--- src/apcc_pkg.sv ---
// Package for the converter conversion control block.
// Assumes a single 100 MHz clock domain; no imports are made by users.
package apcc_pkg;

	// ------------------------------------------------------------
	// Timing
	// ------------------------------------------------------------
	localparam int CLK_PERIOD_NS       = 10;
	localparam int INT_CLK_PERIOD_NS   = 280;
	localparam int INT_CLK_HALF_CYC    = INT_CLK_PERIOD_NS / (2 * CLK_PERIOD_NS);
	localparam int ACQ_CYCLES          = 3;
	localparam int HOLD_EDGE           = 4;
	localparam int CONV_CYCLES         = 13;
	localparam int POR_TIME_NS         = 10000;
	localparam int POR_CYCLES          = POR_TIME_NS / CLK_PERIOD_NS;

	// ------------------------------------------------------------
	// Control byte fields
	// ------------------------------------------------------------
	localparam int CTL_PWR_HI          = 7;
	localparam int CTL_PWR_LO          = 6;
	localparam int CTL_WINDOW          = 5;
	localparam int CTL_PAIRING         = 4;
	localparam int CTL_POLARITY        = 3;
	localparam int CTL_CODE_MSB        = 2;
	localparam int RESULT_W            = 12;
	localparam int NUM_INPUTS          = 6;
	localparam logic [7:0] CTL_RESET   = 8'hC8;
	localparam logic [2:0] COMMON_SEL  = 3'h7;

	typedef enum logic [1:0] {
		APCC_PWR_OFF,
		APCC_PWR_STBY,
		APCC_PWR_INT,
		APCC_PWR_EXT
	} apcc_pwr_t;

	typedef enum logic [2:0] {
		APCC_IDLE,
		APCC_ACQ_INT,
		APCC_ACQ_EXT,
		APCC_CONV
	} apcc_state_t;

endpackage
--- src/apcc_clk_if.sv ---
// Conversion clock edges passed from the clock source to the sequencer.
// Assumes both ends run on clk_i.
`timescale 1ns/1ps
interface apcc_clk_if;
	logic fall;
	logic rise;
	logic use_ext;
	logic run;
	modport src  (input use_ext, input run, output fall, output rise);
	modport sink (output use_ext, output run, input fall, input rise);
endinterface

--- src/apcc_clk_src.sv ---
// Conversion clock source: external pin edges or internal divider.
// Assumes the external clock pin is synchronous to clk_i.
`timescale 1ns/1ps
module apcc_clk_src (
	// System
	input  wire logic clk_i,
	input  wire logic rst_n_i,
	// Pin and selection
	input  wire logic ext_clk_i,
	input  wire logic cs_n_i,
	apcc_clk_if.src   cif
);
	logic       ext_reg;
	logic       int_reg;
	logic [7:0] div_reg;
	logic       tick;
	logic       ext_fall;
	logic       ext_rise;
	logic       ext_now;

	// Pin ignored while deselected
	assign ext_now  = cs_n_i ? ext_reg : ext_clk_i;
	assign ext_fall = ext_reg & ~ext_now;
	assign ext_rise = ~ext_reg & ext_now;
	assign tick     = cif.run && (div_reg == 8'(apcc_pkg::INT_CLK_HALF_CYC - 1));
	assign cif.fall = cif.use_ext ? ext_fall : (tick & int_reg);
	assign cif.rise = cif.use_ext ? ext_rise : (tick & ~int_reg);

	always_ff @(posedge clk_i) begin
		if (!rst_n_i) begin
			ext_reg <= 1'b0;
			int_reg <= 1'b0;
			div_reg <= 8'h00;
		end else begin
			ext_reg <= ext_now;
			// Internal oscillator only runs during internal acquisition and conversion, in either clock mode
			div_reg <= (!cif.run || tick) ? 8'h00 : div_reg + 8'h01;
			int_reg <= !cif.run ? 1'b0 : (tick ? ~int_reg : int_reg);
		end
	end
endmodule

--- src/apcc_ctrl.sv ---
// Conversion control: control byte, track/hold, 13-cycle conversion, ready flag.
// Assumes host strobes synchronous to clk_i; analog core is driven by outputs.
`timescale 1ns/1ps
module apcc_ctrl (
	// System
	input  wire logic        clk_i,
	input  wire logic        rst_n_i,
	// Host bus
	input  wire logic        cs_n_i,
	input  wire logic        wr_n_i,
	input  wire logic        rd_n_i,
	input  wire logic        ext_clk_i,
	input  wire logic [11:0] data_i,
	output logic      [11:0] data_o,
	output logic             data_oe_o,
	output logic             ready_n_o,
	// Variant strap, high for six inputs
	input  wire logic        six_inputs_i,
	// Analog core
	input  wire logic        comp_i,
	output logic             track_o,
	output logic [2:0]       pos_sel_o,
	output logic [2:0]       neg_sel_o,
	output logic             converting_o,
	output logic [11:0]      dac_o,
	output logic             powered_down_o,
	output logic             standby_o,
	output logic             ext_clk_mode_o
);
	apcc_clk_if cif ();

	apcc_clk_src u_clk (
		.clk_i     (clk_i),
		.rst_n_i   (rst_n_i),
		.ext_clk_i (ext_clk_i),
		.cs_n_i    (cs_n_i),
		.cif       (cif.src)
	);

	// ------------------------------------------------------------
	// Host strobes
	// ------------------------------------------------------------
	apcc_pkg::apcc_state_t state_reg;
	apcc_pkg::apcc_state_t state_next;
	logic [7:0]  ctl_reg;
	logic        wr_reg;
	logic        rd_reg;
	logic        ext_mode_reg;
	logic [3:0]  cnt_reg;
	logic [11:0] sar_reg;
	logic [11:0] result_reg;
	logic [11:0] trial_reg;
	logic [10:0] por_reg;
	logic        por_done;
	logic        wr_rise;
	logic        rd_fall;
	logic        wr_low;
	logic        rd_low;

	// Strobes only seen with chip select low
	assign wr_low  = ~cs_n_i & ~wr_n_i;
	assign rd_low  = ~cs_n_i & ~rd_n_i;
	assign wr_rise = wr_reg & ~wr_low & ~cs_n_i;
	assign rd_fall = ~rd_reg & rd_low;
	assign por_done = (por_reg == 11'(apcc_pkg::POR_CYCLES));

	// ------------------------------------------------------------
	// Control byte decode
	// ------------------------------------------------------------
	logic [1:0] pwr_bits;
	logic       win_bit;
	logic       pair_bit;
	logic       pol_bit;
	logic [2:0] code_bits;
	logic       new_pwr_on;
	logic       new_ext_clk;
	logic       code_ok;

	assign pwr_bits  = data_i[apcc_pkg::CTL_PWR_HI:apcc_pkg::CTL_PWR_LO];
	assign win_bit   = data_i[apcc_pkg::CTL_WINDOW];
	assign pair_bit  = data_i[apcc_pkg::CTL_PAIRING];
	assign pol_bit   = data_i[apcc_pkg::CTL_POLARITY];
	assign code_bits = data_i[apcc_pkg::CTL_CODE_MSB:0];
	assign new_pwr_on = pwr_bits[1];
	// Power-down byte keeps previous clock choice
	assign new_ext_clk = new_pwr_on ? pwr_bits[0] : ext_mode_reg;
	// Codes beyond the first pair need the six-input variant
	assign code_ok = six_inputs_i || (code_bits[2:1] == 2'b00);

	// ------------------------------------------------------------
	// Multiplexer selection
	// ------------------------------------------------------------
	logic [2:0] sel_code;
	logic [2:0] pos_sel;
	logic [2:0] pair_neg;
	logic [2:0] neg_sel;

	assign sel_code = ctl_reg[apcc_pkg::CTL_CODE_MSB:0];
	assign pos_sel  = (sel_code > 3'h5) ? 3'h0 : sel_code;
	// Partner is the other input of the same pair
	assign pair_neg = {pos_sel[2:1], ~pos_sel[0]};
	assign neg_sel  = ctl_reg[apcc_pkg::CTL_PAIRING] ? apcc_pkg::COMMON_SEL : pair_neg;

	// ------------------------------------------------------------
	// Sequencer
	// ------------------------------------------------------------
	logic start_write;
	logic last_bit;
	logic sample_now;
	logic cnt_clear;

	assign start_write = wr_rise && por_done && code_ok && new_pwr_on;
	assign last_bit    = (cnt_reg == 4'(apcc_pkg::CONV_CYCLES - 1));
	assign sample_now  = cif.fall && (cnt_reg == 4'(apcc_pkg::HOLD_EDGE - 1));
	// A restarted internal window times its four edges afresh
	assign cnt_clear   = (state_next != state_reg) ||
	                     (start_write && state_reg == apcc_pkg::APCC_ACQ_INT);
	assign cif.use_ext = ext_mode_reg;
	assign cif.run     = (state_reg == apcc_pkg::APCC_ACQ_INT) ||
	                     (state_reg == apcc_pkg::APCC_CONV);

	always_comb begin
		state_next = state_reg;
		case (state_reg)
			apcc_pkg::APCC_IDLE: begin
				if (start_write && win_bit) begin
					state_next = apcc_pkg::APCC_ACQ_EXT;
				end else if (start_write) begin
					state_next = apcc_pkg::APCC_ACQ_INT;
				end
			end
			apcc_pkg::APCC_ACQ_INT: begin
				if (sample_now) begin
					state_next = apcc_pkg::APCC_CONV;
				end
			end
			apcc_pkg::APCC_ACQ_EXT: begin
				if (wr_rise && !win_bit) begin
					state_next = apcc_pkg::APCC_CONV;
				end
			end
			apcc_pkg::APCC_CONV: begin
				if (cif.fall && last_bit) begin
					state_next = apcc_pkg::APCC_IDLE;
				end
			end
			default: state_next = apcc_pkg::APCC_IDLE;
		endcase
		// A new write during internal acquisition restarts acquisition, external when the window bit is set
		if (state_reg != apcc_pkg::APCC_CONV && state_reg != apcc_pkg::APCC_ACQ_EXT &&
		    state_reg != apcc_pkg::APCC_IDLE && start_write) begin
			state_next = win_bit ? apcc_pkg::APCC_ACQ_EXT : apcc_pkg::APCC_ACQ_INT;
		end
	end

	// ------------------------------------------------------------
	// Result formatting
	// ------------------------------------------------------------
	logic [11:0] sar_next;
	logic [11:0] out_word;

	assign sar_next = comp_i ? sar_reg : (sar_reg & ~trial_reg);
	// Bipolar output is offset binary with the top bit inverted
	assign out_word = ctl_reg[apcc_pkg::CTL_POLARITY] ? result_reg
	                : {~result_reg[11], result_reg[10:0]};

	// ------------------------------------------------------------
	// Registers
	// ------------------------------------------------------------
	always_ff @(posedge clk_i) begin
		if (!rst_n_i) begin
			state_reg    <= apcc_pkg::APCC_IDLE;
			ctl_reg      <= apcc_pkg::CTL_RESET;
			wr_reg       <= 1'b0;
			rd_reg       <= 1'b0;
			ext_mode_reg <= 1'b1;
			cnt_reg      <= 4'h0;
			sar_reg      <= 12'h000;
			trial_reg    <= 12'h000;
			result_reg   <= 12'h000;
			por_reg      <= 11'h000;
		end else begin
			state_reg <= state_next;
			wr_reg    <= wr_low;
			rd_reg    <= rd_low;
			if (!por_done) begin
				por_reg <= por_reg + 11'h001;
			end
			if (wr_rise) begin
				ctl_reg      <= data_i[7:0];
				ext_mode_reg <= new_ext_clk;
			end
			if (cnt_clear) begin
				cnt_reg <= 4'h0;
			end else if (cif.fall && state_reg != apcc_pkg::APCC_IDLE) begin
				cnt_reg <= cnt_reg + 4'h1;
			end
			if (state_next == apcc_pkg::APCC_CONV && state_reg != apcc_pkg::APCC_CONV) begin
				sar_reg   <= 12'h800;
				trial_reg <= 12'h800;
			end else if (state_reg == apcc_pkg::APCC_CONV && cif.fall && cnt_reg != 4'h0 &&
			             trial_reg != 12'h000) begin
				sar_reg   <= sar_next | {1'b0, trial_reg[11:1]};
				trial_reg <= {1'b0, trial_reg[11:1]};
			end
			if (state_reg == apcc_pkg::APCC_CONV && state_next == apcc_pkg::APCC_IDLE) begin
				// Last bit decision is folded in as the word is taken
				result_reg <= sar_next;
			end
		end
	end

	// ------------------------------------------------------------
	// Outputs
	// ------------------------------------------------------------
	logic conv_done;
	logic ready_clear;
	logic oe_next;
	logic track_next;
	logic conv_next;
	logic idle_now;
	logic pd_next;
	logic sb_next;

	assign conv_done   = (state_reg == apcc_pkg::APCC_CONV) &&
	                     (state_next == apcc_pkg::APCC_IDLE);
	assign ready_clear = rd_fall || wr_rise;
	assign oe_next     = rd_low && wr_n_i;
	assign track_next  = (state_next == apcc_pkg::APCC_ACQ_INT) ||
	                     (state_next == apcc_pkg::APCC_ACQ_EXT);
	assign conv_next   = (state_next == apcc_pkg::APCC_CONV);
	assign idle_now    = (state_reg == apcc_pkg::APCC_IDLE);
	// Low-power states only show once the converter has gone idle
	assign pd_next     = (ctl_reg[7:6] == 2'b00) && idle_now;
	assign sb_next     = (ctl_reg[7:6] == 2'b01) && idle_now;

	// Completion wins over a same-cycle read so no result is lost
	always_ff @(posedge clk_i) begin
		if (!rst_n_i) begin
			ready_n_o <= 1'b1;
		end else if (conv_done) begin
			ready_n_o <= 1'b0;
		end else if (ready_clear) begin
			ready_n_o <= 1'b1;
		end
	end

	// Host data bus
	always_ff @(posedge clk_i) begin
		if (!rst_n_i) begin
			data_o    <= 12'h000;
			data_oe_o <= 1'b0;
		end else begin
			data_o    <= out_word;
			data_oe_o <= oe_next;
		end
	end

	// Analog core controls
	always_ff @(posedge clk_i) begin
		if (!rst_n_i) begin
			track_o      <= 1'b0;
			pos_sel_o    <= 3'h0;
			neg_sel_o    <= apcc_pkg::COMMON_SEL;
			converting_o <= 1'b0;
			dac_o        <= 12'h000;
		end else begin
			track_o      <= track_next;
			pos_sel_o    <= pos_sel;
			neg_sel_o    <= neg_sel;
			converting_o <= conv_next;
			dac_o        <= sar_reg;
		end
	end

	// Power and clock status
	always_ff @(posedge clk_i) begin
		if (!rst_n_i) begin
			powered_down_o <= 1'b0;
			standby_o      <= 1'b0;
			ext_clk_mode_o <= 1'b1;
		end else begin
			powered_down_o <= pd_next;
			standby_o      <= sb_next;
			ext_clk_mode_o <= ext_mode_reg;
		end
	end
endmodule

--- config.mk ---
export PLATFORM = sky130hd
export DESIGN_NAME = apcc_ctrl
export DESIGN_NICKNAME = d
export VERILOG_FILES = /design/src/apcc_pkg.sv /design/src/apcc_clk_if.sv /design/src/apcc_clk_src.sv /design/src/apcc_ctrl.sv
export SDC_FILE = /design/constraint.sdc
export NUM_CORES = 1
export LEC_CHECK = 0
export BUFFER_PORTS_ARGS = -buffer_cell sky130_fd_sc_hd__clkbuf_2
export CAP_MARGIN = 0
export CORE_ASPECT_RATIO = 0.8
export CORE_UTILIZATION = 30
export DETAILED_ROUTE_END_ITERATION = 8
export PLACE_DENSITY = 0.45
export SYNTH_ARGS = -nofsm -noshare
export SYNTH_HDL_FRONTEND = slang
export SYNTH_SLANG_ARGS = --single-unit
export TNS_END_PERCENT = 1
--- constraint.sdc ---
create_clock -name clk_i -period 2.95 [get_ports clk_i]
set_input_delay 0.295 -clock clk_i [delete_from_list [all_inputs] [get_ports clk_i]]
set_output_delay 0.295 -clock clk_i [all_outputs]
set_load 0.01 [all_outputs]
==> metrics.txt, run 1 <==
asr flop ratio synth 0%; startpoint types flip-flop; CP endpoint kind flip-flop; Synth Net Count 494; crit path capture cnt_reg[3]; CP max FO 9; fmax 440 MHz; cts hold-fix bufs 0; maximum clock path buffer count 2; Worst-path clk slew 0.07 ns; post-synth top area cell dfxtp_1; RSZ-0062 raised after global routing false; WL final 9060 um; Vias 3228; Reg-to-Reg End cnt_reg[3]; synth warn 0; Clk Latency, worst-skew pair 0.35 ns; CP Data Arrival Time 2.56 ns; Boundary Pins 57; CTS tree done; dpl ws 0.705 ns; core area 13800 um^2; pwr dens 545 nW/um^2; Initial DRT Pass Iterations 4; Worst Max-Slew Pin Slew 0.578 ns; Inserted Diodes 0; Peak VDD IR 0.324 mV; post-DP HPWL 6390 um; initial drt markers 113; WHS Path Cells 2; count of different cell masters after synthesis 60; CP startpoint u_clk.div_reg[1]; # DRC 0; CTS root buffer clkbuf_16; die footprint 14900 um^2; initial antenna violation count 0; origin of the critical flop-to-flop path u_clk.div_reg[1]; max-slew violation count 0; Final Cycle Share 77.1%; depth of the most critical reg-to-reg path 8; first-pass GRT wire length 15300 um; layout overhead on the synthesized area 17.2%; Avg WL per Cell 12.8 um; Lkg Pwr 0.00205 uW; Sum Neg Setup Slack 0 ns; Initial Utilization 31.3%; die width 136 um; Via density 4.57; Max Cap Violations 0; Synth area leaders dfxtp_1 51%, nand2_1 7.2%, and2_1 3.8%, a21oi_1 3.2%, mux2i_1 3.0%; leading cell type in the layout, fill and taps excluded dfxtp_1; setup violators final 0; clock skew 0.00776 ns; Hold WC Path Type in2reg; RD Place Congestion 0.770; commonest non-fill, non-tap cells in the layout 111 x dfxtp_1, 83 x nand2_1, 52 x clkbuf_2; Row Count 38; layout cells sized above 1 17.3%; PortBufs 52; Syn Inst Count 468; top cell type's share of synthesized area 51.3%; H-tree Lvls 3; antenna viol nets, final 0; post-synthesis register bit count 111; worst rel slew slack 61.2%; sequential fraction of the synthesis area 51.3%; ys flop type dfxtp_1; GRT Util Overall 13.4%; total CTS buffers 9; vias in the first global route 3178; fin nets 549; setup bufs post-CTS 0; Synth Cell Area 4330 um^2; # clock sinks 111; largest net degree at the start of global routing 28; grt ovf 0; status finished clean; fin crit period 2.28 ns; Critical Path RT 3.24 ns; number of enable flip-flop cells after synthesis 0; Setup WS post-layout 0.675 ns; mean post-synth cell area 9.25 um^2; final hold violation count 0; R2R setup slack 0.67 ns; Setup CP Type reg2reg; Die Span Y 109 um; post-CTS sizing 0
[cells in the mapped netlist (all sizes together), types with 6 or more instances]
cell type  count
a21boi         7
nor2          21
a21oi         28
and3           6
nand2         83
xor2          10
mux2i         13
o21ai         23
and2          26
ha             6
xnor2          9
clkbuf        11
nor3           6
dfxtp        111
inv           32
nand3         15
[area by class of cell]
class	count	area [um^2]
Tap cell	180	225
Sequential cell	111	2220
Fill cell	1441	8760
Clock buffer	13	270
Multi-Input combinational cell	309	1900
Clock inverter	2	15.0
Inverter	32	120
Timing Repair Buffer	60	320
[layer usage]
metal	global-route usage, %	wire length (um)
met1	17.4	4620
met2	20.5	3880
met3	4.47	426
met4	5.16	128
met5	0	0
[kinds of logic (layout without fill, tap and decap cells)]
group           Yosys count  after routing  share of synthesized area, %
simple gates            192            192                          23.3
flops                   111            111                          51.3
compound gates           77             77                          11.6
buf+inv                  48            107                          4.80
xor+xnor                 19             19                          3.84
mux                      14             14                          3.26
fa+ha+maj                 6              6                          1.73
other cells               1              1                        0.0866
[critical path, stage by stage (launching register included)]
cell     delay [ns]
dfxtp_1        0.37
inv_1          0.06
ha_1           0.17
and4b_1        0.25
a31oi_4        0.35
nor2_2         0.13
o41ai_2        0.58
nand3_1        0.16
a21oi_1        0.14
[how the worst min path moves through the flow]
stage	from	to	slack, ns
2_1_floorplan	wr_n_i	wr_reg	0.37
3_3_place_gp	result_reg[5]	data_o[5]	0.42
3_5_place_dp	result_reg[7]	data_o[7]	0.42
4_1_cts	rd_n_i	rd_reg	0.10
5_1_grt	rd_n_i	rd_reg	0.12
6_report	rd_n_i	rd_reg	0.12
[through the flow]
stage / instances / power (uW) / hold WS, ns / utilization [%] / cell area (um^2)
6_report: 707 / 2770 / 0.122 / 36.7 / 5070
5_1_grt: 707 / 2880 / 0.116 / 36.7 / 5070
4_1_cts: 707 / 2820 / 0.102 / 36.7 / 5070
3_5_place_dp: 692 / 1630 / 0.419 / 34.6 / 4790
3_3_place_gp: 692 / 1630 / 0.419 / 34.6 / 4790
2_1_floorplan: 468 / 1590 / 0.367 / - / 4330
[report_power, final]
group          internal (uW)  switching [uW]
sequential              1510            9.94
combinational           27.2            45.3
clock                    639             536
total                   2170             592
No activity file was read; power rests on OpenSTA's default activity.
==> run 2, diff against run 1 <==
- ABC_AREA: default -> 1
- PLACE_DENSITY: 0.45 -> 0.46
- clock period: 2.95 -> 1.8 ns (I/O delays scaled with it)
==> run 2 against run 1 <==
The run now ends with negative setup slack left. Die area grew 6.0%. Combinational power grew 130%. Hold slack lost 0.079 ns. Sequential cell count is the same. Clock-buffer cell count shrank 4. Non-clock buffer count grew 40.
==> metrics.txt, run 2 <==
synth cell count leaders 118 x inv_1, 111 x dfxtp_1, 106 x nand2_1; layout cells sized above 1 26.2%; Row Count 40; Initial Utilization 30.6%; mean post-synth cell area 7.51 um^2; initial antenna violation count 0; fmax 495 MHz; first-pass GRT wire length 16800 um; Pwr Total 4890 uW; Worst-path clk slew 0.08 ns; die footprint 15800 um^2; Layout fillers 1534; Setup WS post-layout -0.220 ns; depth of the most critical reg-to-reg path 16; max-slew violation count 0; Psw 1100 uW; total CTS buffers 9; Net Sw Frac 22.5%; GRT Util Overall 13.5%; Critical Path RT 2.05 ns; Synth Net Count 638; ys flop type dfxtp_1; clock share of power 45.9%; maximum clock path buffer count 2; Critical Path Most Common Cell inv_2; # DRC 0; post-synthesis register bit count 111; clock skew 0.00969 ns; R2R setup slack -0.22 ns; Max Cap Violations 0; die width 140 um; top cell type's share of synthesized area 48.4%; Final Cycle Share 112%; WHS Path Cells 3; Lkg Pwr 0.00275 uW; CTS tree done; post-DP HPWL 7060 um; RD Place Congestion 0.786; Vias 3815; RSZ-0062 raised after global routing true; hold endpoint ctl_reg[3]; count of different cell masters after synthesis 40; initial drt markers 130; Sum Neg Setup Slack -7.60 ns; core area 15000 um^2; Clk Latency, worst-skew pair 0.36 ns; setup violators final 43; final hold violation count 0; Setup CP Type reg2reg; post-synth top area cell dfxtp_1; leading cell type in the layout, fill and taps excluded inv_1; sequential fraction of the synthesis area 48.4%; pwr dens 832 nW/um^2; CP Data Arrival Time 2.27 ns; CP startpoint por_reg[0]; Hold Path Origin data_i[3]; WP buf/inv 4; multi-input combinational cell area 1900 um^2; PortBufs 52; Initial DRT Pass Iterations 4; Inserted Diodes 0; Via density 4.25; Synth area leaders dfxtp_1 48%, inv_1 9.6%, nand2_1 8.7%, nor2_1 4.8%, o21ai_0 4.2%; vias in the first global route 3554; Slowest-stage cell, CP dfxtp_2; most frequent cell after synthesis inv_1; delay-heaviest family, CP simple AND/OR/NAND/NOR gates; WL final 10200 um; asr flop ratio synth 0%; CP max FO 11; Storage cell area 2230 um^2; largest net degree at the start of global routing 47; commonest non-fill, non-tap cells in the layout 115 x inv_1, 108 x dfxtp_1, 103 x nand2_1; Boundary Pins 57; origin of the critical flop-to-flop path por_reg[0]; number of enable flip-flop cells after synthesis 0; cell-internal power 3790 uW; Flop pwr share 50.7%; Die Span Y 113 um; Syn Inst Count 612; cell chain of the critical path inv_2 > ha_1 > nand2_1 > inv_2 > nand3_2 > nor2_4 > nand2_2 > nor3_4 > inv_2 > nand3_4 > nand2_4 > nor2_4 > nand2_2 > nand2_4 > buf_12 > nor2_1; layout overhead on the synthesized area 28.0%; fin crit period 2.02 ns; antenna viol nets, final 0; Reg-to-Reg End trial_reg[1]; # clock sinks 111; grt ovf 0; status complete, but fails checks; CTS root buffer clkbuf_16; max incr delay on CP 0.33 ns; synth warn 0; Hold WC Path Type in2reg; startpoint types flip-flop; H-tree Lvls 3; Synth Cell Area 4600 um^2; CP endpoint kind flip-flop; Peak VDD IR 0.397 mV; Comb power frac 3.4%; failing checks negative setup slack; fin nets 730; Avg WL per Cell 11.4 um
==> run 2: cell types whose count changed after synthesis, moves of 8 or more <==
cell and delta:
inv_2 +8, nor3_1 +9, inv_1 +86, o21ai_0 +20
nand2_1 +23, mux2i_1 -13, and2_1 -25, nor2_2 +23
nor2_1 +39
==> run 2: cell families after synthesis <==
logic type	synth area share, %
and+or+nand+nor	26.7
buffers and inverters	12.4
DFF	48.4
AOI/OAI and AO/OA	9.67
adders and majority gates	1.63
xor gates and xnor gates	0.953
other	0.0816
muxes	0.245
==> run 2: power groups by stage <==
stage          Clock (uW)  Combinational (uW)  Sequential, uW
2_1_floorplan           0                79.0            2540
3_3_place_gp            0                 149            2540
3_5_place_dp            0                 155            2540
4_1_cts              2320                 167            2480
5_1_grt              2430                 183            2490
6_report             2250                 166            2480
==> run 2: worst max-delay path by stage <==
stage	endpoint	slack, ns	cells after the start
finish	trial_reg[1]	-0.22	16
floorplan	sar_reg[0]	-0.09	16
global placement	trial_reg[1]	-0.16	16
global route	trial_reg[0]	-0.36	16
detailed placement	trial_reg[1]	-0.26	16
CTS	trial_reg[1]	-0.20	16
==> run 2: worst reg2reg max path, cell delays in order, from the launching register on <==
cell	delay, ns
dfxtp_2	0.33
inv_2	0.07
ha_1	0.15
nand2_1	0.07
inv_2	0.06
nand3_2	0.09
nor2_4	0.12
nand2_2	0.08
nor3_4	0.16
inv_2	0.10
nand3_4	0.09
nand2_4	0.08
nor2_4	0.13
nand2_2	0.08
nand2_4	0.10
buf_12	0.16
nor2_1	0.05
==> run 2: cell type report <==
class                   count  area share [%]
flip-flops and latches    111            37.8
multi-input cells         356            32.2
repair buffers            100            12.2
inverters                 126            8.04
well taps                 189            4.02
clock buffers               9            3.83
clock inverters             7            1.89
==> run 2: through the flow <==
step / util (%) / hold slack (ns) / setup slack [ns] / area, um^2 / cells
floorplan: - / 0.257 / -0.0858 / 4600 / 612
global placement: 35.7 / 0.386 / -0.158 / 5360 / 877
detailed placement: 35.7 / 0.385 / -0.261 / 5360 / 877
CTS: 38.5 / 0.0390 / -0.203 / 5770 / 895
global route: 39.2 / 0.0407 / -0.358 / 5880 / 898
finish: 39.2 / 0.0429 / -0.220 / 5880 / 898
==> run 2: layer usage <==
layer / global-route usage, % / up-vias / wire [um] / part of all wire (%)
met2: 20.7 / 51 / 4350 / 42
met3: 3.77 / 9 / 370 / 3.6
met5: 0 / - / 0 / 0
met4: 4.25 / 0 / 104 / 1.0
li1: - / 2070 / - / -
met1: 18.4 / 1685 / 5420 / 53
==> run 2: timing repair <==
item	in CTS	in global routing
setup buffers	0	1
gates cloned	1	2
setup endpoints to repair	43	46
hold endpoints to repair	1	0
pin swaps	0	11
hold buffers	1	0
gates resized for setup	13	14
